### src/common/period_timer_regs.vh
/*
 * Register indices, field positions, reset values and counts of the
 * 8-bit period match timer. Definitions only; included by its bare name.
 */
`ifndef PERIOD_TIMER_REGS_VH
`define PERIOD_TIMER_REGS_VH

// Register indices (byte address is four times the index)
`define IDX_INTERRUPT_CONTROL      10'h00b
`define IDX_PERIPHERAL_IRQ_FLAGS   10'h00c
`define IDX_TIMER_COUNT            10'h011
`define IDX_TIMER_CONTROL          10'h012
`define IDX_PERIPHERAL_IRQ_ENABLES 10'h08c
`define IDX_TIMER_PERIOD           10'h092

// Reset values
`define RST_INTERRUPT_CONTROL      8'h00
`define RST_PERIPHERAL_IRQ_FLAGS   8'h00
`define RST_TIMER_COUNT            8'h00
`define RST_TIMER_CONTROL          7'h00
`define RST_PERIPHERAL_IRQ_ENABLES 8'h00
`define RST_TIMER_PERIOD           8'hff

// Timer control fields
`define CTL_PRESCALE_LO            0
`define CTL_PRESCALE_HI            1
`define CTL_TIMER_ON               2
`define CTL_POSTSCALE_LO           3
`define CTL_POSTSCALE_HI           6

// Flag and enable bit of the timer match
`define BIT_TIMER_MATCH            1

// Prescale selections and their terminal counts
`define PRESCALE_SEL_DIV1          2'h0
`define PRESCALE_SEL_DIV4          2'h1
`define PRESCALE_LIMIT_DIV1        4'h0
`define PRESCALE_LIMIT_DIV4        4'h3
`define PRESCALE_LIMIT_DIV16       4'hf

// Oscillator to instruction clock ratio
`define INSTR_CLOCK_DIV            4

`endif

### src/hw/cycle_divider.v
/*
 * Free-running divider giving a one-cycle enable every RATIO clocks.
 * Assumes one clock; the enable stands for exactly one cycle.
 */
`timescale 1ns/1ps
module cycle_divider #(
    parameter RATIO = 4
) (
    input  wire       clk_i,
    input  wire       nrst_i,
    output reg        tick_o
);
    localparam [7:0] LAST = RATIO - 1;

    reg [7:0] cnt;

    always @(posedge clk_i or negedge nrst_i) begin
        if (!nrst_i) begin
            cnt    <= 8'h00;
            tick_o <= 1'b0;
        end else begin
            tick_o <= (cnt == LAST);
            if (cnt == LAST) begin
                cnt <= 8'h00;
            end else begin
                cnt <= cnt + 8'h01;
            end
        end
    end
endmodule // cycle_divider

### src/hw/period_match_timer_8bit.v
/*
 * 8-bit period match timer with prescaler, postscaler, sticky match flag,
 * interrupt mask and an APB register slave.
 * Assumes one 50 MHz clock taken as the oscillator, APB inputs synchronous.
 */
//
// Contract
// - The counter counts up from zero until it equals the period and reloads zero on the next increment.
// - The period register resets to all ones.
// - The counter resets to zero on any reset and software can read and write it.
// - The counter is clocked by oscillator/4 through a prescaler of 1, 4 or 16 chosen by control bits 1:0.
// - Every match passes a 4-bit postscaler giving one output per n+1 matches, n in control bits 6:3.
// - Each postscaler output sets and holds the timer match flag at bit 1 of the flag register.
// - Writing the counter, writing the control register or a reset clears both scaler counters.
// - Writing the control register leaves the counter value unchanged.
// - The timer runs only while control bit 2 is one.
// - The period register is readable and writable at any time.
// - The match pulse before the postscaler is exported to the serial port block.
// - The counter and its period match are offered as the time base for the PWM block.
`timescale 1ns/1ps
`include "period_timer_regs.vh"
module period_match_timer_8bit #(
    parameter ADDR_WIDTH = 12
) (
    input  wire                  clk_i,
    input  wire                  nrst_i,
    input  wire                  psel_i,
    input  wire                  penable_i,
    input  wire                  pwrite_i,
    input  wire [ADDR_WIDTH-1:0] paddr_i,
    input  wire [31:0]           pwdata_i,
    input  wire [3:0]            pstrb_i,
    output reg  [31:0]           prdata_o,
    output reg                   pready_o,
    output reg                   pslverr_o,
    output reg                   irq_o,
    output reg                   ssp_match_o,
    output reg                   pwm_match_o,
    output reg  [7:0]            pwm_count_o,
    output reg  [7:0]            pwm_period_o
);
    // Register state
    reg  [7:0] interrupt_control;
    reg        timer_match_flag;
    reg  [7:0] peripheral_irq_enables;
    reg  [7:0] timer_count;
    reg  [6:0] timer_control;
    reg  [7:0] timer_period;

    // Bus decode
    wire [9:0] word_index;
    wire       setup_phase;
    wire       access_done;
    wire       wr_done;
    wire       rd_done;
    wire       lane0;
    wire       hit_interrupt_control;
    wire       hit_flags;
    wire       hit_count;
    wire       hit_control;
    wire       hit_enables;
    wire       hit_period;
    wire       hit_any;

    assign word_index  = paddr_i[11:2];
    assign setup_phase = psel_i && !penable_i;
    assign access_done = psel_i && penable_i && pready_o;
    assign wr_done     = access_done && pwrite_i;
    assign rd_done     = access_done && !pwrite_i;
    assign lane0       = pstrb_i[0];

    assign hit_interrupt_control  = (word_index == `IDX_INTERRUPT_CONTROL);
    assign hit_flags   = (word_index == `IDX_PERIPHERAL_IRQ_FLAGS);
    assign hit_count   = (word_index == `IDX_TIMER_COUNT);
    assign hit_control = (word_index == `IDX_TIMER_CONTROL);
    assign hit_enables = (word_index == `IDX_PERIPHERAL_IRQ_ENABLES);
    assign hit_period  = (word_index == `IDX_TIMER_PERIOD);
    assign hit_any     = hit_interrupt_control | hit_flags | hit_count
                       | hit_control | hit_enables | hit_period;

    // Software write strobes
    wire count_write;
    wire control_write;
    wire period_write;
    wire enables_write;
    wire interrupt_control_write;

    assign count_write   = wr_done && hit_count && lane0;
    assign control_write = wr_done && hit_control && lane0;
    assign period_write  = wr_done && hit_period && lane0;
    assign enables_write = wr_done && hit_enables && lane0;
    assign interrupt_control_write  = wr_done && hit_interrupt_control && lane0;

    // Control fields
    wire       timer_on;
    wire [1:0] prescale_select;
    wire [3:0] postscale_select;

    assign timer_on         = timer_control[`CTL_TIMER_ON];
    assign prescale_select  = timer_control[`CTL_PRESCALE_HI:`CTL_PRESCALE_LO];
    assign postscale_select = timer_control[`CTL_POSTSCALE_HI:`CTL_POSTSCALE_LO];

    // Instruction clock enable
    wire instr_tick;

    cycle_divider #(
        .RATIO (`INSTR_CLOCK_DIV)
    ) u_instr_div (
        .clk_i  (clk_i),
        .nrst_i (nrst_i),
        .tick_o (instr_tick)
    );

    // Prescaler terminal count
    reg [3:0] prescale_limit;

    always @* begin
        case (prescale_select)
            `PRESCALE_SEL_DIV1: prescale_limit = `PRESCALE_LIMIT_DIV1;
            `PRESCALE_SEL_DIV4: prescale_limit = `PRESCALE_LIMIT_DIV4;
            default:            prescale_limit = `PRESCALE_LIMIT_DIV16;
        endcase
    end

    // Scaler clear on counter or control write
    wire scaler_clear;
    wire pre_in;
    wire inc_tick;

    assign scaler_clear = count_write || control_write;
    assign pre_in       = instr_tick && timer_on;

    scale_counter #(
        .WIDTH (4)
    ) u_prescale (
        .clk_i   (clk_i),
        .nrst_i  (nrst_i),
        .clear_i (scaler_clear),
        .pulse_i (pre_in),
        .limit_i (prescale_limit),
        .pulse_o (inc_tick)
    );

    // Counter and period match
    wire match_now;
    wire post_out;

    assign match_now = inc_tick && (timer_count == timer_period) && !count_write;

    reg [7:0] next_count;

    always @* begin
        next_count = timer_count;
        if (count_write) begin
            next_count = pwdata_i[7:0];
        end else if (inc_tick) begin
            if (timer_count == timer_period) begin
                next_count = 8'h00;
            end else begin
                next_count = timer_count + 8'h01;
            end
        end
    end

    always @(posedge clk_i or negedge nrst_i) begin
        if (!nrst_i) begin
            timer_count <= `RST_TIMER_COUNT;
        end else begin
            timer_count <= next_count;
        end
    end

    scale_counter #(
        .WIDTH (4)
    ) u_postscale (
        .clk_i   (clk_i),
        .nrst_i  (nrst_i),
        .clear_i (scaler_clear),
        .pulse_i (match_now),
        .limit_i (postscale_select),
        .pulse_o (post_out)
    );

    // Control register
    always @(posedge clk_i or negedge nrst_i) begin
        if (!nrst_i) begin
            timer_control <= `RST_TIMER_CONTROL;
        end else if (control_write) begin
            timer_control <= pwdata_i[6:0];
        end
    end

    // Period register
    always @(posedge clk_i or negedge nrst_i) begin
        if (!nrst_i) begin
            timer_period <= `RST_TIMER_PERIOD;
        end else if (period_write) begin
            timer_period <= pwdata_i[7:0];
        end
    end

    // Interrupt enables
    always @(posedge clk_i or negedge nrst_i) begin
        if (!nrst_i) begin
            peripheral_irq_enables <= `RST_PERIPHERAL_IRQ_ENABLES;
        end else if (enables_write) begin
            peripheral_irq_enables <= pwdata_i[7:0];
        end
    end

    // Interrupt control storage
    always @(posedge clk_i or negedge nrst_i) begin
        if (!nrst_i) begin
            interrupt_control <= `RST_INTERRUPT_CONTROL;
        end else if (interrupt_control_write) begin
            interrupt_control <= pwdata_i[7:0];
        end
    end

    // Sticky match flag; a set in the clearing cycle wins
    wire flag_read;
    wire flag_write;

    assign flag_read  = rd_done && hit_flags;
    assign flag_write = wr_done && hit_flags && lane0;

    reg next_flag;

    always @* begin
        next_flag = timer_match_flag;
        if (post_out) begin
            next_flag = 1'b1;
        end else if (flag_read) begin
            next_flag = 1'b0;
        end else if (flag_write) begin
            next_flag = pwdata_i[`BIT_TIMER_MATCH];
        end
    end

    always @(posedge clk_i or negedge nrst_i) begin
        if (!nrst_i) begin
            timer_match_flag <= 1'b0;
        end else begin
            timer_match_flag <= next_flag;
        end
    end

    // Flag register view
    wire [7:0] flags_view;

    assign flags_view = {6'h00, timer_match_flag, 1'b0};

    // Read data mux
    reg [7:0] next_rdata;

    always @* begin
        next_rdata = 8'h00;
        case (1'b1)
            hit_interrupt_control:  next_rdata = interrupt_control;
            hit_flags:   next_rdata = flags_view;
            hit_count:   next_rdata = timer_count;
            hit_control: next_rdata = {1'b0, timer_control};
            hit_enables: next_rdata = peripheral_irq_enables;
            hit_period:  next_rdata = timer_period;
            default:     next_rdata = 8'h00;
        endcase
    end

    // APB answer: ready in the first access cycle
    always @(posedge clk_i or negedge nrst_i) begin
        if (!nrst_i) begin
            pready_o <= 1'b0;
        end else begin
            pready_o <= setup_phase;
        end
    end

    // Error for an unmapped index
    always @(posedge clk_i or negedge nrst_i) begin
        if (!nrst_i) begin
            pslverr_o <= 1'b0;
        end else begin
            pslverr_o <= setup_phase && !hit_any;
        end
    end

    // Read data stands only with ready
    always @(posedge clk_i or negedge nrst_i) begin
        if (!nrst_i) begin
            prdata_o <= 32'h00000000;
        end else if (setup_phase && !pwrite_i) begin
            prdata_o <= {24'h000000, next_rdata};
        end else begin
            prdata_o <= 32'h00000000;
        end
    end

    // Registered outputs to neighbours and interrupt line
    wire [7:0] next_pending;

    assign next_pending = flags_view & peripheral_irq_enables;

    // Interrupt line
    always @(posedge clk_i or negedge nrst_i) begin
        if (!nrst_i) begin
            irq_o <= 1'b0;
        end else begin
            irq_o <= |next_pending;
        end
    end

    // Match to the serial port
    always @(posedge clk_i or negedge nrst_i) begin
        if (!nrst_i) begin
            ssp_match_o <= 1'b0;
        end else begin
            ssp_match_o <= match_now;
        end
    end

    // Match to the PWM time base
    always @(posedge clk_i or negedge nrst_i) begin
        if (!nrst_i) begin
            pwm_match_o <= 1'b0;
        end else begin
            pwm_match_o <= match_now;
        end
    end

    // Counter copy for the PWM time base
    always @(posedge clk_i or negedge nrst_i) begin
        if (!nrst_i) begin
            pwm_count_o <= `RST_TIMER_COUNT;
        end else begin
            pwm_count_o <= timer_count;
        end
    end

    // Period copy for the PWM time base
    always @(posedge clk_i or negedge nrst_i) begin
        if (!nrst_i) begin
            pwm_period_o <= `RST_TIMER_PERIOD;
        end else begin
            pwm_period_o <= timer_period;
        end
    end
endmodule // period_match_timer_8bit

### src/hw/scale_counter.v
/*
 * Programmable scaler: passes one of every limit+1 input pulses.
 * Assumes pulses and clear are synchronous; clear wins over counting.
 */
`timescale 1ns/1ps
module scale_counter #(
    parameter WIDTH = 4
) (
    input  wire             clk_i,
    input  wire             nrst_i,
    input  wire             clear_i,
    input  wire             pulse_i,
    input  wire [WIDTH-1:0] limit_i,
    output wire             pulse_o
);
    reg [WIDTH-1:0] cnt;

    assign pulse_o = pulse_i && !clear_i && (cnt == limit_i);

    always @(posedge clk_i or negedge nrst_i) begin
        if (!nrst_i) begin
            cnt <= {WIDTH{1'b0}};
        end else if (clear_i) begin
            cnt <= {WIDTH{1'b0}};
        end else if (pulse_i) begin
            if (cnt >= limit_i) begin
                cnt <= {WIDTH{1'b0}};
            end else begin
                cnt <= cnt + {{(WIDTH-1){1'b0}}, 1'b1};
            end
        end
    end
endmodule // scale_counter

### config.mk
export PLATFORM = sky130hd
export DESIGN_NAME = period_match_timer_8bit
export DESIGN_NICKNAME = d
export VERILOG_FILES = /design/src/hw/cycle_divider.v /design/src/hw/period_match_timer_8bit.v /design/src/hw/scale_counter.v
export VERILOG_INCLUDE_DIRS = /design/src /design/src/common
export SDC_FILE = /design/constraint.sdc
export NUM_CORES = 1
export LEC_CHECK = 0
export CAP_MARGIN = 20
export CORE_MARGIN = 2
export CORE_UTILIZATION = 35
export DETAILED_ROUTE_END_ITERATION = 10
export DONT_BUFFER_PORTS = 1
export HOLD_SLACK_MARGIN = 0.12
export PLACE_DENSITY = 0.56
export SETUP_SLACK_MARGIN = 0.05
export SYNTH_ARGS = -nofsm -noshare
export SYNTH_HDL_FRONTEND = slang
export SYNTH_SLANG_ARGS = --single-unit
### constraint.sdc
create_clock -name clk_i -period 3.21 [get_ports clk_i]
set_input_delay 0 -clock clk_i [delete_from_list [all_inputs] [get_ports clk_i]]
set_output_delay 0 -clock clk_i [all_outputs]
set_load 0.03 [all_outputs]
==> out/qor.yml, run 1 <==
sta:
  finalCritPeriodShare_pct: 88.3
  maxSlewHeadroom_pct: 44.2
  setup_violations: 0
  finalSetupTns_ns: 0
  fmax_mhz: 353
  hold_violations: 0
  slew_viol_final: 0
  fin_ws_ns: 0.375
  fin_skew_ns: 0.00669
  worstMarginPinSlew_ns: 0.837
  layout_min_cycle_time_ns: 2.83
  rsz0062_at_grt: "false"
critical_path:
  critPathCaptureType: "register"
  crit_type: "reg -> reg"
  regToRegStartpoint: "timer_period[6]$_DFFE_PN1P_"
  crit_chain: "xnor2_1 -> nand4_1 -> nor2_1 -> nand2_1 -> or3_1 -> o211ai_1 -> dlygate4sd3_1"
  critical_path.top_delay_family: "simple AND/OR/NAND/NOR gates"
  crit_buf_inv: 1
  r2r-end: "timer_match_flag$_DFFE_PN0P_"
  path_max_fanout: 8
  reg2reg_depth: 7
  critPathMaxStageDelay_ns: 0.57
  cp_data_required_time_ns: 3.49
  cp.arrival_ns: 3.11
  cp_slowest_cell: "dfstp_2"
  ff2ff_setup_slack_ns: 0.38
  cp_num_cells: 7
  crit_path_start_kind: "register"
drt:
  ant_nets: 0
  vias: 2887
  drt_iter0_markers: 160
  wl_um: 9310
  drtPass1Iterations: 4
  drc: 0
  avgViaCountPerCell: 5.10
  wl_per_cell_um: 16.4
floorplanning:
  fp.coreArea_sq_um: 11900
  die_w_um: 114
  fp.dieH_um: 114
  num_rows: 40
  fp.dieArea_sq_um: 13000
  start_util_pct: 35.6
  num_io_pins: 106
global_route:
  grt_max_degree: 86
  grt_pass1_vias: 2900
  antenna_found_initial: 0
  grt_usage_pct: 15.3
  gr-total-overflow: 0
  grt_pass1_wl_um: 15400
final_layout:
  syn2layout_area_growth_pct: 16.1
  n_antenna_cell: 0
  post-route-util_pct: 41.4
  nets: 479
  drive_above_1_share_pct: 18.1
  n_fill_cell: 1154
pwr:
  pwr-share-seq_pct: 45.4
  internal-power_uw: 1870
  clkPwrFrac_pct: 49.6
  powerDensity_nw_per_um2: 483
  power.leakage_uw: 0.00219
  power_frac_comb_pct: 5.1
  p_sw_uw: 511
  power.share.switching_pct: 21.5
  ir_worst_vdd_v: 0.000234
min_path:
  min_path_type: "in -> reg"
  whs_endpoint: "timer_count[6]$_DFFE_PN0P_"
  hold_depth: 4
  hold_start: "paddr_i[3]"
clocking:
  numCtsBuffers: 9
  clock_latency_ns: 0.34
  cts_max_level: 3
  cts_tree: "yes"
  clockRootBuffer: "clkbuf_16"
  clkSinkCount: 85
  clk_path_buf_depth: 2
  clk_pin_slew_ns: 0.06
  post_cts_buffers: 0
synthesis:
  synth_cells: 383
  synth-main-ff-cell: "dfrtp_1"
  synth_compound_area_share_pct: 8.35
  synth_mux_area_share_pct: 11.1
  ys_ff_latch: 85
  synth_edf_count: 0
  synth_area_sq_um: 4240
  synthArstFlopShare_pct: 100
  synthAdderAreaFrac_pct: 3.54
  seq_area_frac_synth_pct: 50.6
  syn_avg_cell_area_sq_um: 11.1
  synth.distinct_cells: 52
  synthSimpleGateAreaFrac_pct: 17.0
  synth_top_family_by_area: "simple AND/OR/NAND/NOR gates"
  synth-xor-area-share_pct: 3.10
  yosysWarnings: 0
outcome:
  outcome: "completed"
placed_design:
  dp.final_hpwl_um: 6460
  gp_congestion: 0.870
  detailedPlace.worstSlack_ns: 0.784
  portBuffers: 0
run:
  cap_violations: 0
## synth_stat cells (4+ instances only)
master	n	area (sq um)
mux2_4	8	120
nand2b_1	5	31.3
o21ai_0	15	75.1
dfstp_2	16	420
ha_1	12	150
dfrtp_1	69	1730
a22o_1	7	61.3
nand2_1	29	109
nor3_1	9	45.0
nor2b_1	6	37.5
nand3_1	22	110
a221o_1	6	60.1
mux2i_1	9	90.1
nor2_1	23	86.3
buf_4	25	188
a21oi_1	8	40.0
a31oi_1	4	25.0
inv_1	12	45.0
xnor2_1	13	114
mux2_2	23	259
nor4_1	4	25.0
nand4_1	5	31.3
and3_1	8	50.1
## cell families (layout without fill, tap and decap cells)
group / after synthesis / after routing
AOI/OAI and AO/OA: 52 / 52
xor gates and xnor gates: 15 / 15
adders and majority gates: 12 / 12
buffers and inverters: 43 / 56
DFF: 85 / 85
muxes: 40 / 40
other: 1 / 24
and+or+nand+nor: 135 / 135
## power by group through the flow
stage               registers (uW)  clock network (uW)  logic (uW)
finish                        1080                1180         120
global route                  1080                1270         131
CTS                           1080                1210         120
detailed placement            1100                   0        61.0
global placement              1100                   0        61.2
floorplan                     1100                   0        81.4
## what timing repair did
item	CTS	global route
endpoints found under the hold margin	136	0
hold buffers	25	0
setup endpoints to repair	0	9
gates resized for setup	0	2
## tightest hold or removal path, delay by kind of cell
kind | cells | cell delay [ns]
compound gates | 2 | 0.27
simple gates | 2 | 0.17
## sequential cells by signal, summed over array words and instances, names as in the netlist
register,cells
interrupt_control,8
peripheral_irq_enables,8
prdata_o,8
pwm_count_o,8
pwm_period_o,8
timer_count,8
timer_period,8
u_instr_div.cnt,8
timer_control,7
u_postscale.cnt,4
u_prescale.cnt,4
irq_o,1
pready_o,1
pslverr_o,1
pwm_match_o,1
timer_match_flag,1
u_instr_div.tick_o,1
## cell usage in the layout (no fill, tap or decap), types with 3 or more instances in the layout
cell type	synthesis	routed
nor2b_1	6	6
and3_1	8	8
inv_1	12	12
mux2i_1	9	9
a22o_1	7	7
o211ai_1	3	3
a221o_1	6	6
nor2_1	23	23
dlygate4sd3_1	0	23
nand3_1	22	22
a31oi_1	4	4
o21ai_0	15	15
nand2b_1	5	5
nor3_1	9	9
or3_1	3	3
dfrtp_1	69	69
mux2_2	23	23
a21oi_1	8	8
nor4_1	4	4
or2_2	2	3
nand2_1	29	29
dfstp_2	16	16
buf_4	25	3
bufinv_16	0	3
clkbuf_16	0	9
nand3b_1	3	3
nand4_1	5	5
ha_1	12	12
xnor2_1	13	13
conb_1	1	24
mux2_4	8	8
## stage by stage
step | std cells | hold WS (ns) | cell area (sq um) | total power, uW
3_3_place_gp | 525 | -0.293 | 4320 | 1160
3_5_place_dp | 525 | -0.292 | 4320 | 1160
6_report | 566 | 0.154 | 4930 | 2380
5_1_grt | 566 | 0.200 | 4930 | 2480
2_1_floorplan | 406 | -0.296 | 4330 | 1180
4_1_cts | 566 | 0.143 | 4920 | 2410
## worst max-delay path by stage
| stage | from | endpoint | slack [ns] |
|---|---|---|---|
| after floorplan | timer_control[1]$_DFFE_PN0P_ | timer_count[2]$_DFFE_PN0P_ | 0.79 |
| after global placement | timer_control[1]$_DFFE_PN0P_ | u_prescale.cnt[3]$_DFFE_PN0P_ | 0.80 |
| after detailed placement | timer_control[1]$_DFFE_PN0P_ | u_prescale.cnt[3]$_DFFE_PN0P_ | 0.78 |
| after CTS | paddr_i[9] | interrupt_control[6]$_DFFE_PN0P_ | 0.07 |
| after global routing | timer_period[6]$_DFFE_PN1P_ | timer_match_flag$_DFFE_PN0P_ | 0.22 |
| final | timer_period[6]$_DFFE_PN1P_ | timer_match_flag$_DFFE_PN0P_ | 0.38 |
## area by class of cell
cell class / instances / area [sq um] / share of cell area (%)
inverters: 12 / 45.0 / 0.914
well taps: 147 / 184 / 3.73
clock buffers: 10 / 229 / 4.65
flip-flops and latches: 85 / 2150 / 43.6
clock inverters: 6 / 111 / 2.26
repair buffers: 28 / 293 / 5.94
multi-input cells: 278 / 1920 / 38.9
## per-layer routing
layer  track usage, %  routed length [um]  up-vias
met5                0                   0        -
met4             6.34                 165        0
met3             3.12                 349       12
met2             24.0                4480       64
met1             20.8                4320     1426
li1                 -                   -     1385
Note: power is estimated with default switching activity, not from simulation.
==> run 2, diff against run 1 <==
--- a/config.mk
+++ b/config.mk
@@ -11,6 +11,7 @@
 export CORE_UTILIZATION = 35
 export DETAILED_ROUTE_END_ITERATION = 10
 export DONT_BUFFER_PORTS = 1
+export GPL_TIMING_DRIVEN = 0
 export HOLD_SLACK_MARGIN = 0.12
 export PLACE_DENSITY = 0.56
 export SETUP_SLACK_MARGIN = 0.05
==> run 2 against run 1 <==
Via count increased by 5.5%. Critical path depth increased by 1. Count of clock-buffer cells in the layout unchanged. Critical path type unchanged. Clock power increased by 7%. Design area increased by 5.2%. Final cell count increased by 5.5%. Die area unchanged. Worst hold slack improved by 0.0048 ns. Routed wire length increased by 3.2%. Setup slack got worse by 0.12 ns. Highest routed layer unchanged. Non-clock buffer count increased by 31.
==> out/qor.yml, run 2 (synthesis gave the netlist of run 1 again) <==
pwr:
  ir_worst_vdd_v: 0.000264  # was 0.000234 V
  power.leakage_uw: 0.00234  # was 0.00219 uW
  power_uw: 2480  # was 2380 uW
  powerDensity_nw_per_um2: 479  # was 483 nW/um^2
clocking:
  clk_pin_slew_ns: 0.06  # about the same
  post_cts_buffers: 0  # unchanged
  cts_tree: "yes"  # unchanged
  cts_max_level: 3  # unchanged
  clk_path_buf_depth: 2  # unchanged
  clockRootBuffer: "clkbuf_16"  # unchanged
  clkSinkCount: 85  # unchanged
  clock_latency_ns: 0.34  # about the same
  numCtsBuffers: 9  # unchanged
critical_path:
  path_max_fanout: 8  # unchanged
  critPathCaptureType: "register"  # unchanged
  cp_data_required_time_ns: 3.49  # about the same
  cp.arrival_ns: 3.23  # was 3.11 ns
  crit_type: "reg -> reg"  # unchanged
  crit_path_start_kind: "register"  # unchanged
drt:
  wl_um: 9600  # was 9310 um
  drtPass1Iterations: 5  # was 4
  route.met2.wl_um: 4750  # was 4480 um
  avgViaCountPerCell: 5.10  # about the same
  wl_per_cell_um: 16.1  # was 16.4 um
  drc: 0  # unchanged
  ant_nets: 0  # unchanged
  vias: 3046  # was 2887
  top_layer: "met4"  # unchanged
  drt_iter0_markers: 174  # was 160
  wl_met1_um: 4300  # was 4320 um
  met3_length_um: 400  # was 349 um
min_path:
  min_path_type: "in -> reg"  # unchanged
final_layout:
  syn2layout_area_growth_pct: 22.1  # was 16.1%
  layout_commonest_cell: "dfrtp_1"  # unchanged
  drive_above_1_share_pct: 22.7  # was 18.1%
  nets: 510  # was 479
  n_antenna_cell: 0  # unchanged
  most-common-layout-cells: "dfrtp_1 (69), nand2_1 (29), dlygate4sd3_1 (26)"  # was dfrtp_1 (69), nand2_1 (29), conb_1 (24)
floorplanning:
  num_rows: 40  # unchanged
  fp.coreArea_sq_um: 11900  # unchanged
  start_util_pct: 35.6  # unchanged
  fp.dieArea_sq_um: 13000  # unchanged
  fp.dieH_um: 114  # unchanged
  num_io_pins: 106  # unchanged
  die_w_um: 114  # unchanged
global_route:
  gr-total-overflow: 0  # unchanged
  grt_max_degree: 86  # unchanged
  antenna_found_initial: 0  # unchanged
  grt_usage_pct: 15.7  # was 15.3%
  grt_pass1_vias: 3079  # was 2900
  grt_pass1_wl_um: 15800  # was 15400 um
sta:
  hold_violations: 0  # unchanged
  fmax_mhz: 338  # was 353 MHz
  worstMarginPinSlew_ns: 0.781  # was 0.837 ns
  fin_skew_ns: 0.00320  # was 0.00669 ns
  maxSlewHeadroom_pct: 47.7  # was 44.2%
  slew_viol_final: 0  # unchanged
  finalSetupTns_ns: 0  # unchanged
  layout_min_cycle_time_ns: 2.96  # was 2.83 ns
  rsz0062_at_grt: "false"  # unchanged
  finalCritPeriodShare_pct: 92.1  # was 88.3%
  worst_hold_slack_ns: 0.159  # was 0.154 ns
  setup_violations: 0  # unchanged
run:
  cap_violations: 0  # unchanged
outcome:
  outcome: "completed"  # unchanged
placed_design:
  dp.final_hpwl_um: 6780  # was 6460 um
  gp_congestion: 0.860  # was 0.870
  portBuffers: 0  # unchanged
[run 2: changes by cell type in the layout (fill, tap and decap cells not counted), moves of 2 or more]
cell / delta
buf_4: +22
buf_2: +2
dlygate4sd3_1: +3
clkbuf_1: +3
[run 2: area by class of cell]
cell class	count	area, sq um
flip-flops and latches	85	2150
clock buffers	10	229
clock inverters	6	134
inverters	12	45.0
well taps	147	184
repair buffers	28	293
multi-input cells	278	1930
fillers	1128	6730
plain buffers	31	219
[run 2: worst max-delay path: stages, from the launching register on]
cell and delay, ns:
dfrtp_1 0.35, clkbuf_1 0.27, xnor2_1 0.16, nand4_1 0.11, nor2_1 0.57, nand2_1 0.34, or3_1 0.44, o211ai_1 0.08
dlygate4sd3_1 0.56
[run 2: final timing paths]
check	slack, ns	start	endpoint	depth (start not counted)
worst max-delay path	0.25	timer_count[5]$_DFFE_PN0P_	timer_match_flag$_DFFE_PN0P_	8
worst min-delay path	0.16	paddr_i[7]	u_postscale.cnt[2]$_DFFE_PN0P_	4
worst max register to register	0.25	timer_count[5]$_DFFE_PN0P_	timer_match_flag$_DFFE_PN0P_	8
worst min register to register	0.39	timer_count[5]$_DFFE_PN0P_	pwm_count_o[5]$_DFF_PN0_	0
max in group asynchronous	2.61	nrst_i	pwm_period_o[3]$_DFF_PN1_	2
min in group asynchronous	0.20	nrst_i	pslverr_o$_DFF_PN0_	2
[run 2: metal layers]
metal  track usage (%)  vias up
met5                 0        -
met4              7.56        0
met3              2.81       10
met2              25.4       80
met1              20.4     1511
li1                  -     1445
[run 2: per-stage QoR]
stage               instances  worst slack (ns)  utilization [%]  area [sq um]
floorplan                 406             0.790                -          4330
global placement          553             0.261             37.9          4510
detailed placement        554             0.660             37.9          4520
CTS                       597             0.131             43.4          5170
global route              597            0.0862             43.5          5180
finish                    597             0.254             43.5          5180
[run 2: timing repair]
item	CTS	global route
resized for setup	0	2
hold buffers	27	0
hold endpoints to repair	130	0
setup endpoints to repair	0	1
[run 2: report_power, final]
part	total [uW]	internal (uW)	switching (uW)
combinational	142	51.7	90.2
clock	1260	841	422
sequential	1080	1070	4.73
total	2480	1970	517
==> run 3, diff against run 2 <==
--- a/config.mk
+++ b/config.mk
@@ -7,13 +7,12 @@
 export NUM_CORES = 1
 export LEC_CHECK = 0
 export CAP_MARGIN = 20
-export CORE_MARGIN = 2
+export CORE_MARGIN = 10
 export CORE_UTILIZATION = 35
 export DETAILED_ROUTE_END_ITERATION = 10
 export DONT_BUFFER_PORTS = 1
 export GPL_TIMING_DRIVEN = 0
 export HOLD_SLACK_MARGIN = 0.12
-export PLACE_DENSITY = 0.56
 export SETUP_SLACK_MARGIN = 0.05
 export SYNTH_ARGS = -nofsm -noshare
 export SYNTH_HDL_FRONTEND = slang
==> constraint.sdc (replaced) <==
create_clock -name clk_i -period 3.16 [get_ports clk_i]
set_input_delay 0 -clock clk_i [delete_from_list [all_inputs] [get_ports clk_i]]
set_output_delay 0 -clock clk_i [all_outputs]
set_load 0.03 [all_outputs]
==> run 3 against run 2 <==
Critical path depth is the same. Setup slack better by 0.024 ns. Clock skew rose by 0.0030 ns. Sequential share of layout area grew 0.23 points.
==> out/qor.yml, run 3 (synthesis gave the netlist of run 1 again) <==
final_layout:
  most-common-layout-cells: "dfrtp_1 (69), nand2_1 (29), buf_4 (25)"  # was dfrtp_1 (69), nand2_1 (29), dlygate4sd3_1 (26)
  syn2layout_area_growth_pct: 21.4  # was 22.1%
  n_fill_cell: 1109  # was 1128
  regArea_sq_um: 2150  # unchanged
  drive_above_1_share_pct: 23.0  # was 22.7%
  n_antenna_cell: 0  # unchanged
  multi_input_area_sq_um: 1930  # about the same
  layout_commonest_cell: "dfrtp_1"  # unchanged
  nets: 508  # was 510
critical_path:
  path_max_fanout: 8  # unchanged
  ff2ff_setup_slack_ns: 0.28  # was 0.25 ns
  cp_data_required_time_ns: 3.43  # was 3.49 ns
  crit_path_start_kind: "register"  # unchanged
  critPathCaptureType: "register"  # unchanged
  critical_path.top_delay_family: "simple AND/OR/NAND/NOR gates"  # unchanged
  critPathMaxStageDelay_ns: 0.57  # about the same
  cp_slowest_cell: "dlygate4sd3_1"  # was nor2_1
  crit_buf_inv: 2  # unchanged
  crit_chain: "clkbuf_1 -> xnor2_1 -> nand4_1 -> nor2_1 -> nand2_1 -> or3_1 -> o211ai_1 -> dlygate4sd3_1"  # unchanged
  crit_type: "reg -> reg"  # unchanged
  cp.arrival_ns: 3.15  # was 3.23 ns
clocking:
  numCtsBuffers: 9  # unchanged
  clkSinkCount: 85  # unchanged
  clk_pin_slew_ns: 0.06  # about the same
  cts_max_level: 3  # unchanged
  clockRootBuffer: "clkbuf_16"  # unchanged
  cts_tree: "yes"  # unchanged
  post_cts_buffers: 0  # unchanged
  clock_latency_ns: 0.33  # was 0.34 ns
  clk_path_buf_depth: 2  # unchanged
sta:
  slew_viol_final: 0  # unchanged
  fin_skew_ns: 0.00622  # was 0.00320 ns
  hold_violations: 0  # unchanged
  finalSetupTns_ns: 0  # unchanged
  rsz0062_at_grt: "false"  # unchanged
  layout_min_cycle_time_ns: 2.88  # was 2.96 ns
  setup_violations: 0  # unchanged
  maxSlewHeadroom_pct: 32.7  # was 47.7%
  fmax_mhz: 347  # was 338 MHz
  worstMarginPinSlew_ns: 0.995  # was 0.781 ns
  finalCritPeriodShare_pct: 91.2  # was 92.1%
floorplanning:
  fp.dieH_um: 130  # was 114 um
  num_rows: 40  # unchanged
  num_io_pins: 106  # unchanged
  start_util_pct: 35.5  # was 35.6%
  die_w_um: 130  # was 114 um
  fp.coreArea_sq_um: 12000  # was 11900 sq um
  fp.dieArea_sq_um: 16900  # was 13000 sq um
drt:
  drt_iter0_markers: 363  # was 174
  wl_per_cell_um: 17.2  # was 16.1 um
  wl_um: 10300  # was 9600 um
  drtPass1Iterations: 5  # unchanged
  avgViaCountPerCell: 5.17  # was 5.10
  vias: 3077  # was 3046
  ant_nets: 0  # unchanged
  drc: 0  # unchanged
pwr:
  power.leakage_uw: 0.00234  # about the same
  ir_worst_vdd_v: 0.000324  # was 0.000264 V
  powerDensity_nw_per_um2: 480  # was 479 nW/um^2
  power_uw: 2480  # about the same
outcome:
  outcome: "completed"  # unchanged
global_route:
  grt_pass1_vias: 3122  # was 3079
  gr-total-overflow: 0  # unchanged
  antenna_found_initial: 0  # unchanged
  grt_max_degree: 86  # unchanged
  grt_pass1_wl_um: 16600  # was 15800 um
  grt_usage_pct: 12.3  # was 15.7%
placed_design:
  dp.final_hpwl_um: 7270  # was 6780 um
  portBuffers: 0  # unchanged
  gp_congestion: 0.855  # was 0.860
min_path:
  min_path_type: "in -> reg"  # unchanged
run:
  cap_violations: 0  # unchanged
-- run 3: worst paths after layout --
path / end / from / cells past startpoint
worst min register to register: pwm_count_o[5]$_DFF_PN0_ / timer_count[5]$_DFFE_PN0P_ / 0
worst max register to register: timer_match_flag$_DFFE_PN0P_ / timer_count[5]$_DFFE_PN0P_ / 8
max in group asynchronous: pwm_period_o[5]$_DFF_PN1_ / nrst_i / 2
worst min-delay path: u_postscale.cnt[2]$_DFFE_PN0P_ / pwrite_i / 3
worst max-delay path: timer_match_flag$_DFFE_PN0P_ / timer_count[5]$_DFFE_PN0P_ / 8
min in group asynchronous: pwm_count_o[1]$_DFF_PN0_ / nrst_i / 2
-- run 3: area by class of cell --
class                      count  area share, %
buffer                        31           4.25
clock buffer                  10           4.64
clock inverter                 6           2.26
inverter                      12          0.874
multi-input combinational    278           37.4
sequential                    85           41.7
tap                          147           3.57
timing repair buffer          26           5.29
-- run 3: routing by layer --
| layer | up-vias | track usage [%] | wire length, um |
|---|---|---|---|
| met5 | - | 0 | 0 |
| met4 | 0 | 3.31 | 122 |
| met3 | 13 | 3.69 | 609 |
| met2 | 86 | 20.9 | 5240 |
| met1 | 1533 | 14.7 | 4280 |
| li1 | 1445 | - | - |
-- run 3: metrics by stage --
stage | hold WS (ns) | utilization, % | instance area, sq um | std cells | worst slack [ns]
6_report | 0.146 | 43.1 | 5150 | 595 | 0.278
3_3_place_gp | -0.293 | 37.7 | 4510 | 553 | 0.298
3_5_place_dp | -0.293 | 37.7 | 4510 | 553 | 0.190
5_1_grt | 0.185 | 43.1 | 5150 | 595 | 0.0838
4_1_cts | 0.130 | 42.9 | 5140 | 594 | 0.131
2_1_floorplan | -0.296 | - | 4330 | 406 | 0.740
-- run 3: tightest hold or removal path, stage by stage --
cell and delay, ns:
nand3_1 0.20, nor3_2 0.12, a21oi_1 0.12
-- run 3: report_power, final --
group	total, uW	switching [uW]	internal (uW)	leakage, uW
sequential	1100	4.84	1090	0.00109
combinational	144	92.5	51.7	0.00107
clock	1240	434	801	0.000174
total	2480	532	1940	0.00234
-- run 3: repair_timing --
action                                 4_1_cts  5_1_grt
hold buffers                                25        0
endpoints found under the hold margin      130        0
setup endpoints to repair                    0        3
resized for setup                            0        2
